===== src/verilog/ahl_pkg.sv =====
// constants of the lamp, header-check and counter register bank
// Function
// - receive header check over four octets compared with fifth while bit 6 is clear
// - transmit header checksum replaces fifth octet unless bit 5 is set
// - bits 4:3 set reference pulse width: 1, 2, 4 or 8 cycles, reset 00
// - read-only bit 2 reads 1 when transmit queue is empty, reset 1
// - read-only bit 1 reads 1 once a cell has been transmitted, reset 0
// - read-only bit 0 reads 1 once a cell has been received, reset 0
// - offset 0x04 returns low byte of selected counter, 0x00 after reset
// - offset 0x05 returns high byte of selected 16-bit counter
// - write-only offset 0x06 bits 3..0 select symbol, tx, rx, header-error counter
// - receive lamp driven both ways: low for a hold window after each cell start, high otherwise
// - failed receive header check sets sticky interrupt status bit 5
// - diagnostic insert bit inverts bit 0 of transmitted header checksum
package ahl_pkg;
   localparam logic [7:0] ADDR_INT_STATUS = 8'h01;
   localparam logic [7:0] ADDR_DIAG = 8'h02;
   localparam logic [7:0] ADDR_LAMP_HEC = 8'h03;
   localparam logic [7:0] ADDR_CNT_LO = 8'h04;
   localparam logic [7:0] ADDR_CNT_HI = 8'h05;
   localparam logic [7:0] ADDR_CNT_SEL = 8'h06;

   localparam int BIT_RX_HEC_DIS = 6;
   localparam int BIT_TX_HEC_DIS = 5;
   localparam int BIT_REF_HI = 4;
   localparam int BIT_REF_LO = 3;
   localparam int BIT_TXQ_EMPTY = 2;
   localparam int BIT_TX_ACT = 1;
   localparam int BIT_RX_ACT = 0;
   localparam int BIT_INT_HEC = 5;
   localparam int BIT_DIAG_HEC_INS = 2;

   localparam int SEL_HEC = 0;
   localparam int SEL_RXC = 1;
   localparam int SEL_TXC = 2;
   localparam int SEL_SYM = 3;
   localparam int NUM_CNT = 4;
   localparam int CNT_W = 16;

   localparam logic [7:0] BYTE_ZERO = 8'h00;
   localparam logic [1:0] REF_SEL_RST = 2'h0;
   localparam logic [1:0] REF_SEL_MAX = 2'h3;
   localparam logic [3:0] SEL_RST = 4'h0;
   localparam logic [7:0] HEC_INS_MASK = 8'h01;

   localparam int CELL_OCTETS = 53;
   localparam int HDR_OCTETS = 4;
   localparam logic [7:0] HEC_POLY = 8'h07;
   localparam logic [7:0] HEC_COSET = 8'h00;

   localparam int CLK_MHZ = 20;
   localparam int LAMP_HOLD_US = 1000;
   localparam int LAMP_HOLD_CYC = LAMP_HOLD_US * CLK_MHZ;
endpackage


===== src/verilog/ahl_regs.sv =====
// lamp, header-check and event counter register bank on the utility bus
`timescale 1ns/1ns
`default_nettype none
module ahl_regs #(
   parameter int LAMP_HOLD_CYC = ahl_pkg::LAMP_HOLD_CYC
) (
   input wire logic sys_clk,
   input wire logic sys_rst,
   input wire logic ub_cs,
   input wire logic ub_rd,
   input wire logic ub_wr,
   input wire logic [7:0] ub_addr,
   input wire logic [7:0] ub_data_in,
   output logic [7:0] ub_data_out,
   output logic ub_data_oe_n,
   input wire logic [7:0] rx_byte,
   input wire logic rx_valid,
   input wire logic rx_soc,
   input wire logic sym_err,
   input wire logic [7:0] tx_byte_in,
   input wire logic tx_valid_in,
   input wire logic tx_soc_in,
   output logic [7:0] tx_byte_out,
   output logic tx_valid_out,
   output logic tx_soc_out,
   input wire logic tx_queue_empty,
   output logic rx_cell_ref_pulse,
   output logic rx_activity_lamp,
   output logic tx_activity_lamp
);
   localparam int LAMP_W = $clog2(LAMP_HOLD_CYC + 1);

   // bus strobes are level; actions fire once on the leading edge
   logic rd_prev_ff, wr_prev_ff, rd_start, wr_start;
   logic [7:0] rdata_ff, nxt_rdata;
   logic oe_n_ff, nxt_oe_n;
   // control and status
   logic rx_dis_ff, nxt_rx_dis, tx_dis_ff, nxt_tx_dis, ins_ff, nxt_ins;
   logic [1:0] ref_sel_ff, nxt_ref_sel;
   logic [3:0] sel_ff, nxt_sel;
   logic rx_act_ff, nxt_rx_act, tx_act_ff, nxt_tx_act, int_hec_ff, nxt_int_hec;
   logic [ahl_pkg::CNT_W-1:0] cnt_ff [ahl_pkg::NUM_CNT];
   logic [ahl_pkg::CNT_W-1:0] nxt_cnt [ahl_pkg::NUM_CNT];
   logic [ahl_pkg::NUM_CNT-1:0] events;
   logic [ahl_pkg::CNT_W-1:0] sel_val;
   // cell path
   logic rx_is_hec, rx_done, tx_is_hec, tx_done, hec_err;
   logic [7:0] rx_hec, tx_hec;
   logic [7:0] txb_ff, nxt_txb;
   logic txv_ff, nxt_txv, txs_ff, nxt_txs;
   logic [2:0] ref_cnt_ff, nxt_ref_cnt;
   logic ref_ff, nxt_ref;
   logic [LAMP_W-1:0] rx_lamp_cnt_ff, nxt_rx_lamp_cnt, tx_lamp_cnt_ff, nxt_tx_lamp_cnt;
   logic rx_lamp_ff, nxt_rx_lamp, tx_lamp_ff, nxt_tx_lamp;
   logic rx_start, tx_start;

   function automatic logic [ahl_pkg::CNT_W-1:0] sel_counter(
      input logic [3:0] sel,
      input logic [ahl_pkg::NUM_CNT*ahl_pkg::CNT_W-1:0] flat);
      logic [ahl_pkg::CNT_W-1:0] v;
      v = '0;
      // and-or mux: more than one select bit merges counters
      for (int i = 0; i < ahl_pkg::NUM_CNT; i++) begin
         if (sel[i]) begin
            v = v | flat[i*ahl_pkg::CNT_W +: ahl_pkg::CNT_W];
         end
      end
      return v;
   endfunction

   function automatic logic [LAMP_W-1:0] lamp_next(input logic trig, input logic [LAMP_W-1:0] cnt);
      if (trig) begin
         return LAMP_W'(LAMP_HOLD_CYC);
      end else if (cnt != '0) begin
         return cnt - LAMP_W'(1);
      end
      return cnt;
   endfunction

   ahl_hec_engine u_rx_hec (
      .sys_clk(sys_clk),
      .sys_rst(sys_rst),
      .byte_in(rx_byte),
      .byte_valid(rx_valid),
      .cell_start(rx_soc),
      .is_hec_octet(rx_is_hec),
      .hec_value(rx_hec),
      .cell_done(rx_done)
   );

   ahl_hec_engine u_tx_hec (
      .sys_clk(sys_clk),
      .sys_rst(sys_rst),
      .byte_in(tx_byte_in),
      .byte_valid(tx_valid_in),
      .cell_start(tx_soc_in),
      .is_hec_octet(tx_is_hec),
      .hec_value(tx_hec),
      .cell_done(tx_done)
   );

   assign rd_start = ub_cs && ub_rd && !rd_prev_ff;
   assign wr_start = ub_cs && ub_wr && !wr_prev_ff;
   assign rx_start = rx_valid && rx_soc;
   assign tx_start = tx_valid_in && tx_soc_in;
   assign hec_err = rx_is_hec && !rx_dis_ff && (rx_byte != rx_hec);
   assign events = {sym_err, tx_done, rx_done, hec_err};
   assign sel_val = sel_counter(sel_ff, {cnt_ff[3], cnt_ff[2], cnt_ff[1], cnt_ff[0]});

   // register bus: read data, write decode, status side effects
   always_comb begin
      nxt_rdata = rdata_ff;
      nxt_oe_n = !(ub_cs && ub_rd);
      nxt_rx_dis = rx_dis_ff;
      nxt_tx_dis = tx_dis_ff;
      nxt_ins = ins_ff;
      nxt_ref_sel = ref_sel_ff;
      nxt_sel = sel_ff;
      nxt_rx_act = rx_act_ff;
      nxt_tx_act = tx_act_ff;
      nxt_int_hec = int_hec_ff;
      if (rd_start) begin
         nxt_rdata = ahl_pkg::BYTE_ZERO;
         unique case (ub_addr)
            ahl_pkg::ADDR_INT_STATUS: begin
               nxt_rdata[ahl_pkg::BIT_INT_HEC] = int_hec_ff;
               nxt_int_hec = 1'b0;
            end
            ahl_pkg::ADDR_DIAG: begin
               nxt_rdata[ahl_pkg::BIT_DIAG_HEC_INS] = ins_ff;
            end
            ahl_pkg::ADDR_LAMP_HEC: begin
               nxt_rdata[ahl_pkg::BIT_RX_HEC_DIS] = rx_dis_ff;
               nxt_rdata[ahl_pkg::BIT_TX_HEC_DIS] = tx_dis_ff;
               nxt_rdata[ahl_pkg::BIT_REF_HI:ahl_pkg::BIT_REF_LO] = ref_sel_ff;
               nxt_rdata[ahl_pkg::BIT_TXQ_EMPTY] = tx_queue_empty;
               nxt_rdata[ahl_pkg::BIT_TX_ACT] = tx_act_ff;
               nxt_rdata[ahl_pkg::BIT_RX_ACT] = rx_act_ff;
               nxt_rx_act = 1'b0;
               nxt_tx_act = 1'b0;
            end
            ahl_pkg::ADDR_CNT_LO: begin
               nxt_rdata = sel_val[7:0];
            end
            ahl_pkg::ADDR_CNT_HI: begin
               nxt_rdata = sel_val[15:8];
            end
            default: begin
               nxt_rdata = ahl_pkg::BYTE_ZERO;
            end
         endcase
      end
      if (wr_start) begin
         unique case (ub_addr)
            ahl_pkg::ADDR_DIAG: begin
               nxt_ins = ub_data_in[ahl_pkg::BIT_DIAG_HEC_INS];
            end
            ahl_pkg::ADDR_LAMP_HEC: begin
               nxt_rx_dis = ub_data_in[ahl_pkg::BIT_RX_HEC_DIS];
               nxt_tx_dis = ub_data_in[ahl_pkg::BIT_TX_HEC_DIS];
               nxt_ref_sel = ub_data_in[ahl_pkg::BIT_REF_HI:ahl_pkg::BIT_REF_LO];
            end
            ahl_pkg::ADDR_CNT_SEL: begin
               nxt_sel = ub_data_in[ahl_pkg::SEL_SYM:ahl_pkg::SEL_HEC];
            end
            default: begin
               nxt_sel = sel_ff;
            end
         endcase
      end
      // a new event beats a clear by read in the same cycle
      if (rx_done) begin
         nxt_rx_act = 1'b1;
      end
      if (tx_done) begin
         nxt_tx_act = 1'b1;
      end
      if (hec_err) begin
         nxt_int_hec = 1'b1;
      end
   end

   always_ff @(posedge sys_clk) begin
      if (sys_rst) begin
         rd_prev_ff <= 1'b0;
         wr_prev_ff <= 1'b0;
         rdata_ff <= ahl_pkg::BYTE_ZERO;
         oe_n_ff <= 1'b1;
         rx_dis_ff <= 1'b0;
         tx_dis_ff <= 1'b0;
         ins_ff <= 1'b0;
         ref_sel_ff <= ahl_pkg::REF_SEL_RST;
         sel_ff <= ahl_pkg::SEL_RST;
         rx_act_ff <= 1'b0;
         tx_act_ff <= 1'b0;
         int_hec_ff <= 1'b0;
      end else begin
         rd_prev_ff <= ub_cs && ub_rd;
         wr_prev_ff <= ub_cs && ub_wr;
         rdata_ff <= nxt_rdata;
         oe_n_ff <= nxt_oe_n;
         rx_dis_ff <= nxt_rx_dis;
         tx_dis_ff <= nxt_tx_dis;
         ins_ff <= nxt_ins;
         ref_sel_ff <= nxt_ref_sel;
         sel_ff <= nxt_sel;
         rx_act_ff <= nxt_rx_act;
         tx_act_ff <= nxt_tx_act;
         int_hec_ff <= nxt_int_hec;
      end
   end

   // event counters wrap silently at full scale
   always_comb begin
      for (int i = 0; i < ahl_pkg::NUM_CNT; i++) begin
         nxt_cnt[i] = events[i] ? cnt_ff[i] + ahl_pkg::CNT_W'(1) : cnt_ff[i];
      end
   end

   always_ff @(posedge sys_clk) begin
      for (int i = 0; i < ahl_pkg::NUM_CNT; i++) begin
         if (sys_rst) begin
            cnt_ff[i] <= '0;
         end else begin
            cnt_ff[i] <= nxt_cnt[i];
         end
      end
   end

   // transmit byte path, one cycle of latency
   always_comb begin
      nxt_txb = tx_byte_in;
      nxt_txv = tx_valid_in;
      nxt_txs = tx_soc_in;
      if (tx_is_hec) begin
         if (!tx_dis_ff) begin
            nxt_txb = tx_hec;
         end
         if (ins_ff) begin
            nxt_txb = nxt_txb ^ ahl_pkg::HEC_INS_MASK;
         end
      end
   end

   always_ff @(posedge sys_clk) begin
      if (sys_rst) begin
         txb_ff <= ahl_pkg::BYTE_ZERO;
         txv_ff <= 1'b0;
         txs_ff <= 1'b0;
      end else begin
         txb_ff <= nxt_txb;
         txv_ff <= nxt_txv;
         txs_ff <= nxt_txs;
      end
   end

   // reference pulse; a new cell start restarts the width count
   always_comb begin
      nxt_ref = 1'b0;
      nxt_ref_cnt = ref_cnt_ff;
      if (rx_start) begin
         nxt_ref = 1'b1;
         nxt_ref_cnt = 3'((4'h1 << ref_sel_ff) - 4'h1);
      end else if (ref_cnt_ff != 3'h0) begin
         nxt_ref = 1'b1;
         nxt_ref_cnt = ref_cnt_ff - 3'h1;
      end
   end

   // lamps: low for a hold window after each cell start, retriggered
   always_comb begin
      nxt_rx_lamp_cnt = lamp_next(rx_start, rx_lamp_cnt_ff);
      nxt_tx_lamp_cnt = lamp_next(tx_start, tx_lamp_cnt_ff);
      nxt_rx_lamp = (nxt_rx_lamp_cnt == '0);
      nxt_tx_lamp = (nxt_tx_lamp_cnt == '0);
   end

   always_ff @(posedge sys_clk) begin
      if (sys_rst) begin
         ref_ff <= 1'b0;
         ref_cnt_ff <= 3'h0;
         rx_lamp_cnt_ff <= '0;
         tx_lamp_cnt_ff <= '0;
         rx_lamp_ff <= 1'b1;
         tx_lamp_ff <= 1'b1;
      end else begin
         ref_ff <= nxt_ref;
         ref_cnt_ff <= nxt_ref_cnt;
         rx_lamp_cnt_ff <= nxt_rx_lamp_cnt;
         tx_lamp_cnt_ff <= nxt_tx_lamp_cnt;
         rx_lamp_ff <= nxt_rx_lamp;
         tx_lamp_ff <= nxt_tx_lamp;
      end
   end

   assign ub_data_out = rdata_ff;
   assign ub_data_oe_n = oe_n_ff;
   assign tx_byte_out = txb_ff;
   assign tx_valid_out = txv_ff;
   assign tx_soc_out = txs_ff;
   assign rx_cell_ref_pulse = ref_ff;
   assign rx_activity_lamp = rx_lamp_ff;
   assign tx_activity_lamp = tx_lamp_ff;
endmodule
`default_nettype wire


===== src/verilog/ahl_hec_engine.sv =====
// octet tracker and header checksum of one cell byte stream
`timescale 1ns/1ns
`default_nettype none
module ahl_hec_engine (
   input wire logic sys_clk,
   input wire logic sys_rst,
   input wire logic [7:0] byte_in,
   input wire logic byte_valid,
   input wire logic cell_start,
   output logic is_hec_octet,
   output logic [7:0] hec_value,
   output logic cell_done
);
   logic [5:0] idx_ff, nxt_idx;
   logic [7:0] crc_ff, nxt_crc;

   function automatic logic [7:0] crc_step(input logic [7:0] crc, input logic [7:0] data);
      logic [7:0] c;
      c = crc ^ data;
      for (int i = 0; i < 8; i++) begin
         c = c[7] ? ((c << 1) ^ ahl_pkg::HEC_POLY) : (c << 1);
      end
      return c;
   endfunction

   always_comb begin
      nxt_idx = idx_ff;
      nxt_crc = crc_ff;
      if (byte_valid && cell_start) begin
         nxt_idx = 6'd1;
         nxt_crc = crc_step(ahl_pkg::BYTE_ZERO, byte_in);
      end else if (byte_valid && idx_ff < 6'(ahl_pkg::CELL_OCTETS)) begin
         nxt_idx = idx_ff + 6'd1;
         if (idx_ff < 6'(ahl_pkg::HDR_OCTETS)) begin
            nxt_crc = crc_step(crc_ff, byte_in);
         end
      end
   end

   always_ff @(posedge sys_clk) begin
      if (sys_rst) begin
         idx_ff <= 6'(ahl_pkg::CELL_OCTETS);
         crc_ff <= ahl_pkg::BYTE_ZERO;
      end else begin
         idx_ff <= nxt_idx;
         crc_ff <= nxt_crc;
      end
   end

   assign is_hec_octet = byte_valid && !cell_start && (idx_ff == 6'(ahl_pkg::HDR_OCTETS));
   assign hec_value = crc_ff ^ ahl_pkg::HEC_COSET;
   assign cell_done = byte_valid && !cell_start && (idx_ff == 6'(ahl_pkg::CELL_OCTETS - 1));
endmodule
`default_nettype wire


===== config.mk =====
export PLATFORM = sky130hd
export DESIGN_NAME = ahl_regs
export DESIGN_NICKNAME = d
export VERILOG_FILES = /design/src/verilog/ahl_pkg.sv /design/src/verilog/ahl_regs.sv /design/src/verilog/ahl_hec_engine.sv
export SDC_FILE = /design/constraint.sdc
export NUM_CORES = 1
export LEC_CHECK = 0
export BUFFER_PORTS_ARGS = -buffer_cell sky130_fd_sc_hd__buf_2
export CORE_ASPECT_RATIO = 0.7
export CORE_MARGIN = 1
export CORE_UTILIZATION = 45
export CTS_BUF_LIST = sky130_fd_sc_hd__clkbuf_16
export DETAILED_ROUTE_END_ITERATION = 6
export GPL_TIMING_DRIVEN = 0
export PLACE_DENSITY = 0.66
export SLEW_MARGIN = 20
export SYNTH_ARGS = -nofsm -noshare
export SYNTH_HDL_FRONTEND = slang
export SYNTH_SLANG_ARGS = --single-unit
export TNS_END_PERCENT = 50

===== constraint.sdc =====
create_clock -name sys_clk -period 2.25 [get_ports sys_clk]
set_input_delay 0.1125 -clock sys_clk [delete_from_list [all_inputs] [get_ports sys_clk]]
set_output_delay 0.1125 -clock sys_clk [all_outputs]
set_load 0.01 [all_outputs]

==> impl_metrics.json, run 1 <==
{
  "end_kind": "flip-flop",
  "ant_nets": 0,
  "antennaDiodeCount": 0,
  "ir_worst_vdd_mv": 0.539,
  "nets": 1164,
  "min_period_ns": 2.22,
  "grt_pass1_vias": 6724,
  "skew_ns": 0.00614,
  "pin_count": 65,
  "place_ws_ns": -0.248,
  "critPathArrivalTime_ns": 2.54,
  "ys_ff_latch": 161,
  "ys_types": 62,
  "wl_per_cell_um": 17.2,
  "initial_core_util_pct": 46.4,
  "rsz0062_at_grt": "yes",
  "fin_cells": 1348,
  "clockBufferDepth": 2,
  "drive_gt1_share_pct": 11.3,
  "final_area_sq_mm": 0.00981,
  "fill_cells": 1719,
  "clkLatencyLatePin_ns": 0.43,
  "overflow": 0,
  "ys_warn_count": 0,
  "synth_area_sq_mm": 0.00842,
  "synth_fp_nets": 1069,
  "slew_viol_final": 0,
  "antenna_found_initial": 0,
  "die_x_um": 166,
  "critPathMaxFanout": 6,
  "critPathKind": "flip-flop to flip-flop",
  "power_density_mw_per_mm2": 931,
  "syn-instance-count": 1008,
  "critPathRequiredTime_ns": 2.57,
  "setup_viol": 0,
  "final.setup.worst_slack_ns": 0.0265,
  "gp_congestion": 0.934,
  "async_flop_share_pct": 0,
  "grt_max_degree": 17,
  "dieArea_sq_mm": 0.0193,
  "placedCellCount": 1305,
  "whs_ns": 0.0162,
  "drtIter0Drc": 861,
  "cts-root-buf": "clkbuf_16",
  "htreeDepth": 4,
  "clock_sinks": 161,
  "core.rowCount": 41,
  "routed-via-count": 7629,
  "synthTopCellsByArea": "dfxtp_1, xor2_1, xnor2_1",
  "synth_top_area_share_pct": 38.3,
  "finalCritPeriodShare_pct": 98.8,
  "slew_headroom_pct": 36.4,
  "cts_tree": "done",
  "synth_edf_count": 0,
  "violations": "design-rule violations",
  "dr.pass1.iters": 7,
  "start_kind": "flip-flop",
  "die_h_um": 116,
  "clk_pin_slew_worst_paths_ns": 0.06,
  "drcViolationCount": 8,
  "place_hpwl_mm": 16.8,
  "cts_buffers": 17,
  "syn_avg_cell_area_sq_um": 8.36,
  "viasPerCell": 5.66,
  "ys_seq_area_share_pct": 38.3,
  "max_freq_mhz": 450,
  "total_leakage_power_nw": 3.67,
  "track_usage_pct": 24.8,
  "area_growth_pct": 16.5,
  "core_area_sq_mm": 0.0182,
  "hold_path_class": "primary input to flip-flop",
  "drt-total-wl_mm": 23.2,
  "tightest_slew_ns": 0.954,
  "io_buffers": 61,
  "grt_pass1_wl_mm": 36.1,
  "maxCapViolCount": 0,
  "placed_cell_area_sq_mm": 0.00902,
  "synth_top_area_cell": "dfxtp_1",
  "synthFlopType": "dfxtp_1",
  "final_hold_viol_count": 0,
  "status": "finished, violations left"
}
## registers in the layout (all words and copies together), names as in the netlist, 2 cells and up
| register | flops |
|---|---|
| cnt_ff | 64 |
| rx_lamp_cnt_ff | 15 |
| tx_lamp_cnt_ff | 15 |
| tx_byte_out | 8 |
| u_rx_hec.hec_value | 8 |
| u_tx_hec.hec_value | 8 |
| ub_data_out | 8 |
| u_rx_hec.idx_ff | 6 |
| u_tx_hec.idx_ff | 6 |
| sel_ff | 4 |
| ref_cnt_ff | 3 |
| ref_sel_ff | 2 |
## cell type report
cell class / instances / area, sq um / area share [%]
timing repair buffer: 77 / 468 / 4.77
buffer: 46 / 184 / 1.87
inverter: 24 / 90.1 / 0.918
clock buffer: 17 / 425 / 4.34
sequential: 161 / 3230 / 32.9
tap: 236 / 295 / 3.01
multi-input combinational: 776 / 5010 / 51.1
clock inverter: 11 / 104 / 1.06
## per-layer routing
layer  global-route usage [%]  part of all wire [%]  routed length (um)  up-vias
li1                         -                     -                   -     3725
met1                     37.9                    50               11700     3596
met2                     34.5                    40                9290      281
met3                     5.01                   7.7                1780       27
met4                     7.58                   1.7                 405        0
met5                        0                     0                   0        -
## through the flow
stage	setup TNS [ns]	total power, mW	util (%)
floorplan	0	5.58	-
global placement	-1.02	6.11	49.7
finish	0	9.13	54.0
CTS	0	8.96	53.5
global route	-0.0658	9.67	54.0
detailed placement	-0.977	6.16	49.7
## Yosys cell counts, types with 3 or more instances
library cell	instances
buf_2	3
a21oi_1	60
a221oi_1	11
nand2_1	83
mux2_2	3
a22o_1	10
a211oi_1	9
a31oi_1	11
and2_1	5
nor4_4	4
nor4_1	9
nor3b_1	5
clkbuf_1	41
and3_1	14
a22oi_1	17
dfxtp_1	161
o21a_1	5
xnor2_1	65
nor2b_1	5
and4_1	3
or4_1	4
nand3_1	40
o22ai_1	7
o221ai_1	3
inv_1	24
nand3b_1	4
or3_1	14
nand4b_1	3
nand4_1	15
mux2i_1	28
o21ai_0	41
xor2_1	68
ha_1	18
nand2b_1	7
nor2_1	146
nor3_1	29
## worst max-delay path, stage by stage, from the launching register on
cell     delay (ns)
dfxtp_4        0.39
inv_1          0.07
ha_1           0.20
nor2b_1        0.16
and3_2         0.25
or2_4          0.25
or4_4          0.44
xor2_2         0.17
a41o_1         0.19
## kinds of logic (layout without fill, tap and decap cells)
logic type	after synthesis	after routing	share of synthesized area, %
xor gates and xnor gates	133	133	13.8
AOI/OAI and AO/OA	190	190	14.3
buffers and inverters	71	175	3.30
muxes	31	31	3.73
adders and majority gates	18	18	2.67
DFF	161	161	38.3
and+or+nand+nor	404	404	23.9
## final timing paths
check                                   endpoint  cells after the start         startpoint  slack, ns
worst max-delay path            rx_activity_lamp                      8  rx_lamp_cnt_ff[0]       0.03
worst min-delay path                cnt_ff[3][1]                      3            sym_err       0.02
worst max register to register  rx_activity_lamp                      8  rx_lamp_cnt_ff[0]       0.03
worst min register to register    ub_data_out[4]                      2     ub_data_out[4]       0.45
## power breakdown
group / total (mW) / leakage, nW / internal [mW] / switching (mW)
registers: 3.55 / 1.31 / 3.15 / 0.395
clock network: 2.70 / 0.265 / 1.58 / 1.12
logic: 2.88 / 2.10 / 1.27 / 1.61
## layout by cell type (no fill, tap or decap), types with 15 or more instances in the layout
cell type / count
nand4_1: 15
mux2i_1: 28
buf_2: 64
a21oi_1: 60
nor2_1: 146
nand2_1: 83
xor2_1: 66
dfxtp_1: 159
inv_1: 27
clkbuf_16: 17
ha_1: 18
clkbuf_1: 40
o21ai_0: 40
nand3_1: 40
xnor2_1: 65
a22oi_1: 17
nor3_1: 27
## repair_timing
| item | CTS | global route |
|---|---|---|
| setup endpoints to repair | 9 | 26 |
| pin swaps | 0 | 2 |
| setup buffers | 2 | 2 |
| endpoints found under the hold margin | 14 | 0 |
| cloned | 0 | 0 |
| gates resized for setup | 5 | 16 |
| hold buffers | 12 | 0 |
No activity file was read; power rests on OpenSTA's default activity.
==> inputs of run 2 (changes only) <==
--- a/config.mk
+++ b/config.mk
@@ -12,6 +12,7 @@
 export CTS_BUF_LIST = sky130_fd_sc_hd__clkbuf_16
 export DETAILED_ROUTE_END_ITERATION = 6
 export GPL_TIMING_DRIVEN = 0
+export MAX_ROUTING_LAYER = met4
 export PLACE_DENSITY = 0.66
 export SLEW_MARGIN = 20
 export SYNTH_ARGS = -nofsm -noshare
==> run 2 against run 1 <==
- the run still ends with design-rule violations left
- first-iteration DRC count is 22% lower
- flip-flop and latch count stayed put
- sequential share of layout area is 0.092 points lower
- clock power is 3% higher
- maximum frequency is 1.6% higher
- sequential power hardly changed
- critical endpoint unchanged
- largest cell class unchanged
==> impl_metrics.json, run 2 (synthesis results as in run 1) <==
{
  "reg2reg_depth": 8,
  "timing.setup.tns_ns": 0,
  "dieArea_sq_mm": 0.0193,
  "cts_buffers": 17,
  "mostFrequentLayoutCells": "dfxtp_1, nor2_1, nand2_1",
  "critPathRequiredTime_ns": 2.57,
  "ant_nets": 0,
  "dr.pass1.iters": 7,
  "min_period_ns": 2.19,
  "core_area_sq_mm": 0.0182,
  "critPathMaxFanout": 4,
  "die_x_um": 166,
  "end_kind": "flip-flop",
  "met3WireLength_mm": 1.59,
  "power_density_mw_per_mm2": 935,
  "skew_ns": 0.00822,
  "grt_pass1_vias": 6513,
  "regMostFlops": "cnt_ff",
  "ir_worst_vdd_mv": 0.524,
  "fin_cells": 1355,
  "antenna_found_initial": 0,
  "nets": 1167,
  "drtIter0Drc": 669,
  "rsz0062_at_grt": "yes",
  "cts_tree": "done",
  "die_h_um": 116,
  "area_growth_pct": 16.8,
  "crit_path_cell_trace": "inv_1, ha_1, nor2b_2, and3_2, or2_4, or4_4, xor2_2, a41o_1",
  "htreeDepth": 4,
  "drive_gt1_share_pct": 11.8,
  "slew_headroom_pct": 37.9,
  "met1Wirelength_mm": 12.0,
  "cp_slowest_stage_delay_ns": 0.43,
  "routed-via-count": 7481,
  "clkLatencyLatePin_ns": 0.43,
  "hold_depth": 3,
  "drcViolationCount": 8,
  "final_hold_viol_count": 0,
  "violations": "design-rule violations",
  "grt_pass1_wl_mm": 35.5,
  "start_kind": "flip-flop",
  "maxCapViolCount": 0,
  "core.rowCount": 41,
  "clock_sinks": 161,
  "track_usage_pct": 25.1,
  "largest_register_ffs": 64,
  "finalCritPeriodShare_pct": 97.2,
  "hold_path_class": "primary input to flip-flop",
  "pin_count": 65,
  "clockBufferDepth": 2,
  "antennaDiodeCount": 0,
  "overflow": 0,
  "io_buffers": 61,
  "top_regs": "cnt_ff x64, rx_lamp_cnt_ff x15, tx_lamp_cnt_ff x15",
  "critPathArrivalTime_ns": 2.51,
  "viasPerCell": 5.52,
  "wl_per_cell_um": 16.9,
  "slowest_stage": "or4_4",
  "place_hpwl_mm": 16.8,
  "cts-root-buf": "clkbuf_16",
  "status": "finished, violations left",
  "clk_pin_slew_worst_paths_ns": 0.06,
  "final.setup.worst_slack_ns": 0.0626,
  "initial_core_util_pct": 46.4,
  "setup_viol": 0,
  "gp_congestion": 0.928,
  "slew_viol_final": 0,
  "max_freq_mhz": 457,
  "grt_max_degree": 17,
  "drt-total-wl_mm": 22.9,
  "top_layer_used": "met4",
  "layout_commonest_cell": "dfxtp_1",
  "total_leakage_power_nw": 3.71,
  "wl_met2_mm": 9.13,
  "place_ws_ns": -0.278,
  "tightest_slew_ns": 0.931,
  "finalPower_mw": 9.20,
  "placedCellCount": 1305,
  "critPathKind": "flip-flop to flip-flop"
}
-- run 2: path summary, 6_finish.rpt --
| path | from | end | slack [ns] |
|---|---|---|---|
| setup reg to reg | rx_lamp_cnt_ff[0] | rx_activity_lamp | 0.06 |
| hold reg to reg | ub_data_out[1] | ub_data_out[1] | 0.45 |
| setup / recovery | rx_lamp_cnt_ff[0] | rx_activity_lamp | 0.06 |
| hold / removal | tx_byte_in[1] | tx_byte_out[1] | 0.01 |
-- run 2: repair_timing --
action | CTS | global route
hold buffers | 11 | 0
buffers inserted | 0 | 8
gates cloned | 0 | 0
endpoints found under the hold margin | 13 | 0
gates resized for setup | 5 | 14
endpoints found under the setup margin | 11 | 26
pin swaps | 0 | 2
-- run 2: power by group --
group	internal [mW]	total, mW	leakage, nW	switching [mW]
clock	1.60	2.79	0.282	1.19
combinational	1.31	2.88	2.12	1.58
sequential	3.15	3.52	1.31	0.369
total	6.06	9.20	3.71	3.13
-- run 2: critical path: cells and delay by family (launching register included) --
kind	cells	cell delay [ns]
AND/OR/NAND/NOR	4	1.11
buffers and inverters	1	0.06
flip-flops	1	0.36
AO/OA/AOI/OAI	1	0.19
XOR/XNOR	1	0.17
adder cells (fa/ha/maj)	1	0.21
-- run 2: metrics by stage --
stage          instance area, sq um  utilization, %  hold WS (ns)
2_1_floorplan                  8420               -         0.205
3_5_place_dp                   9020            49.7         0.340
3_3_place_gp                   9020            49.7         0.342
4_1_cts                        9710            53.5       0.00406
5_1_grt                        9840            54.2        0.0215
6_report                       9840            54.2        0.0119
-- run 2: per-layer routing --
layer | up-vias | GRT usage, %
li1 | 3731 | -
met1 | 3507 | 38.0
met2 | 222 | 32.8
met3 | 21 | 5.11
met4 | 0 | 6.61
met5 | - | -
-- run 2: cell type report --
| class | instances | area, sq um |
|---|---|---|
| fillers | 1705 | 8320 |
| multi-input cells | 776 | 5000 |
| flip-flops and latches | 161 | 3230 |
| repair buffers | 80 | 488 |
| clock buffers | 17 | 425 |
| well taps | 236 | 295 |
| plain buffers | 46 | 184 |
| clock inverters | 15 | 130 |
| inverters | 24 | 90.1 |
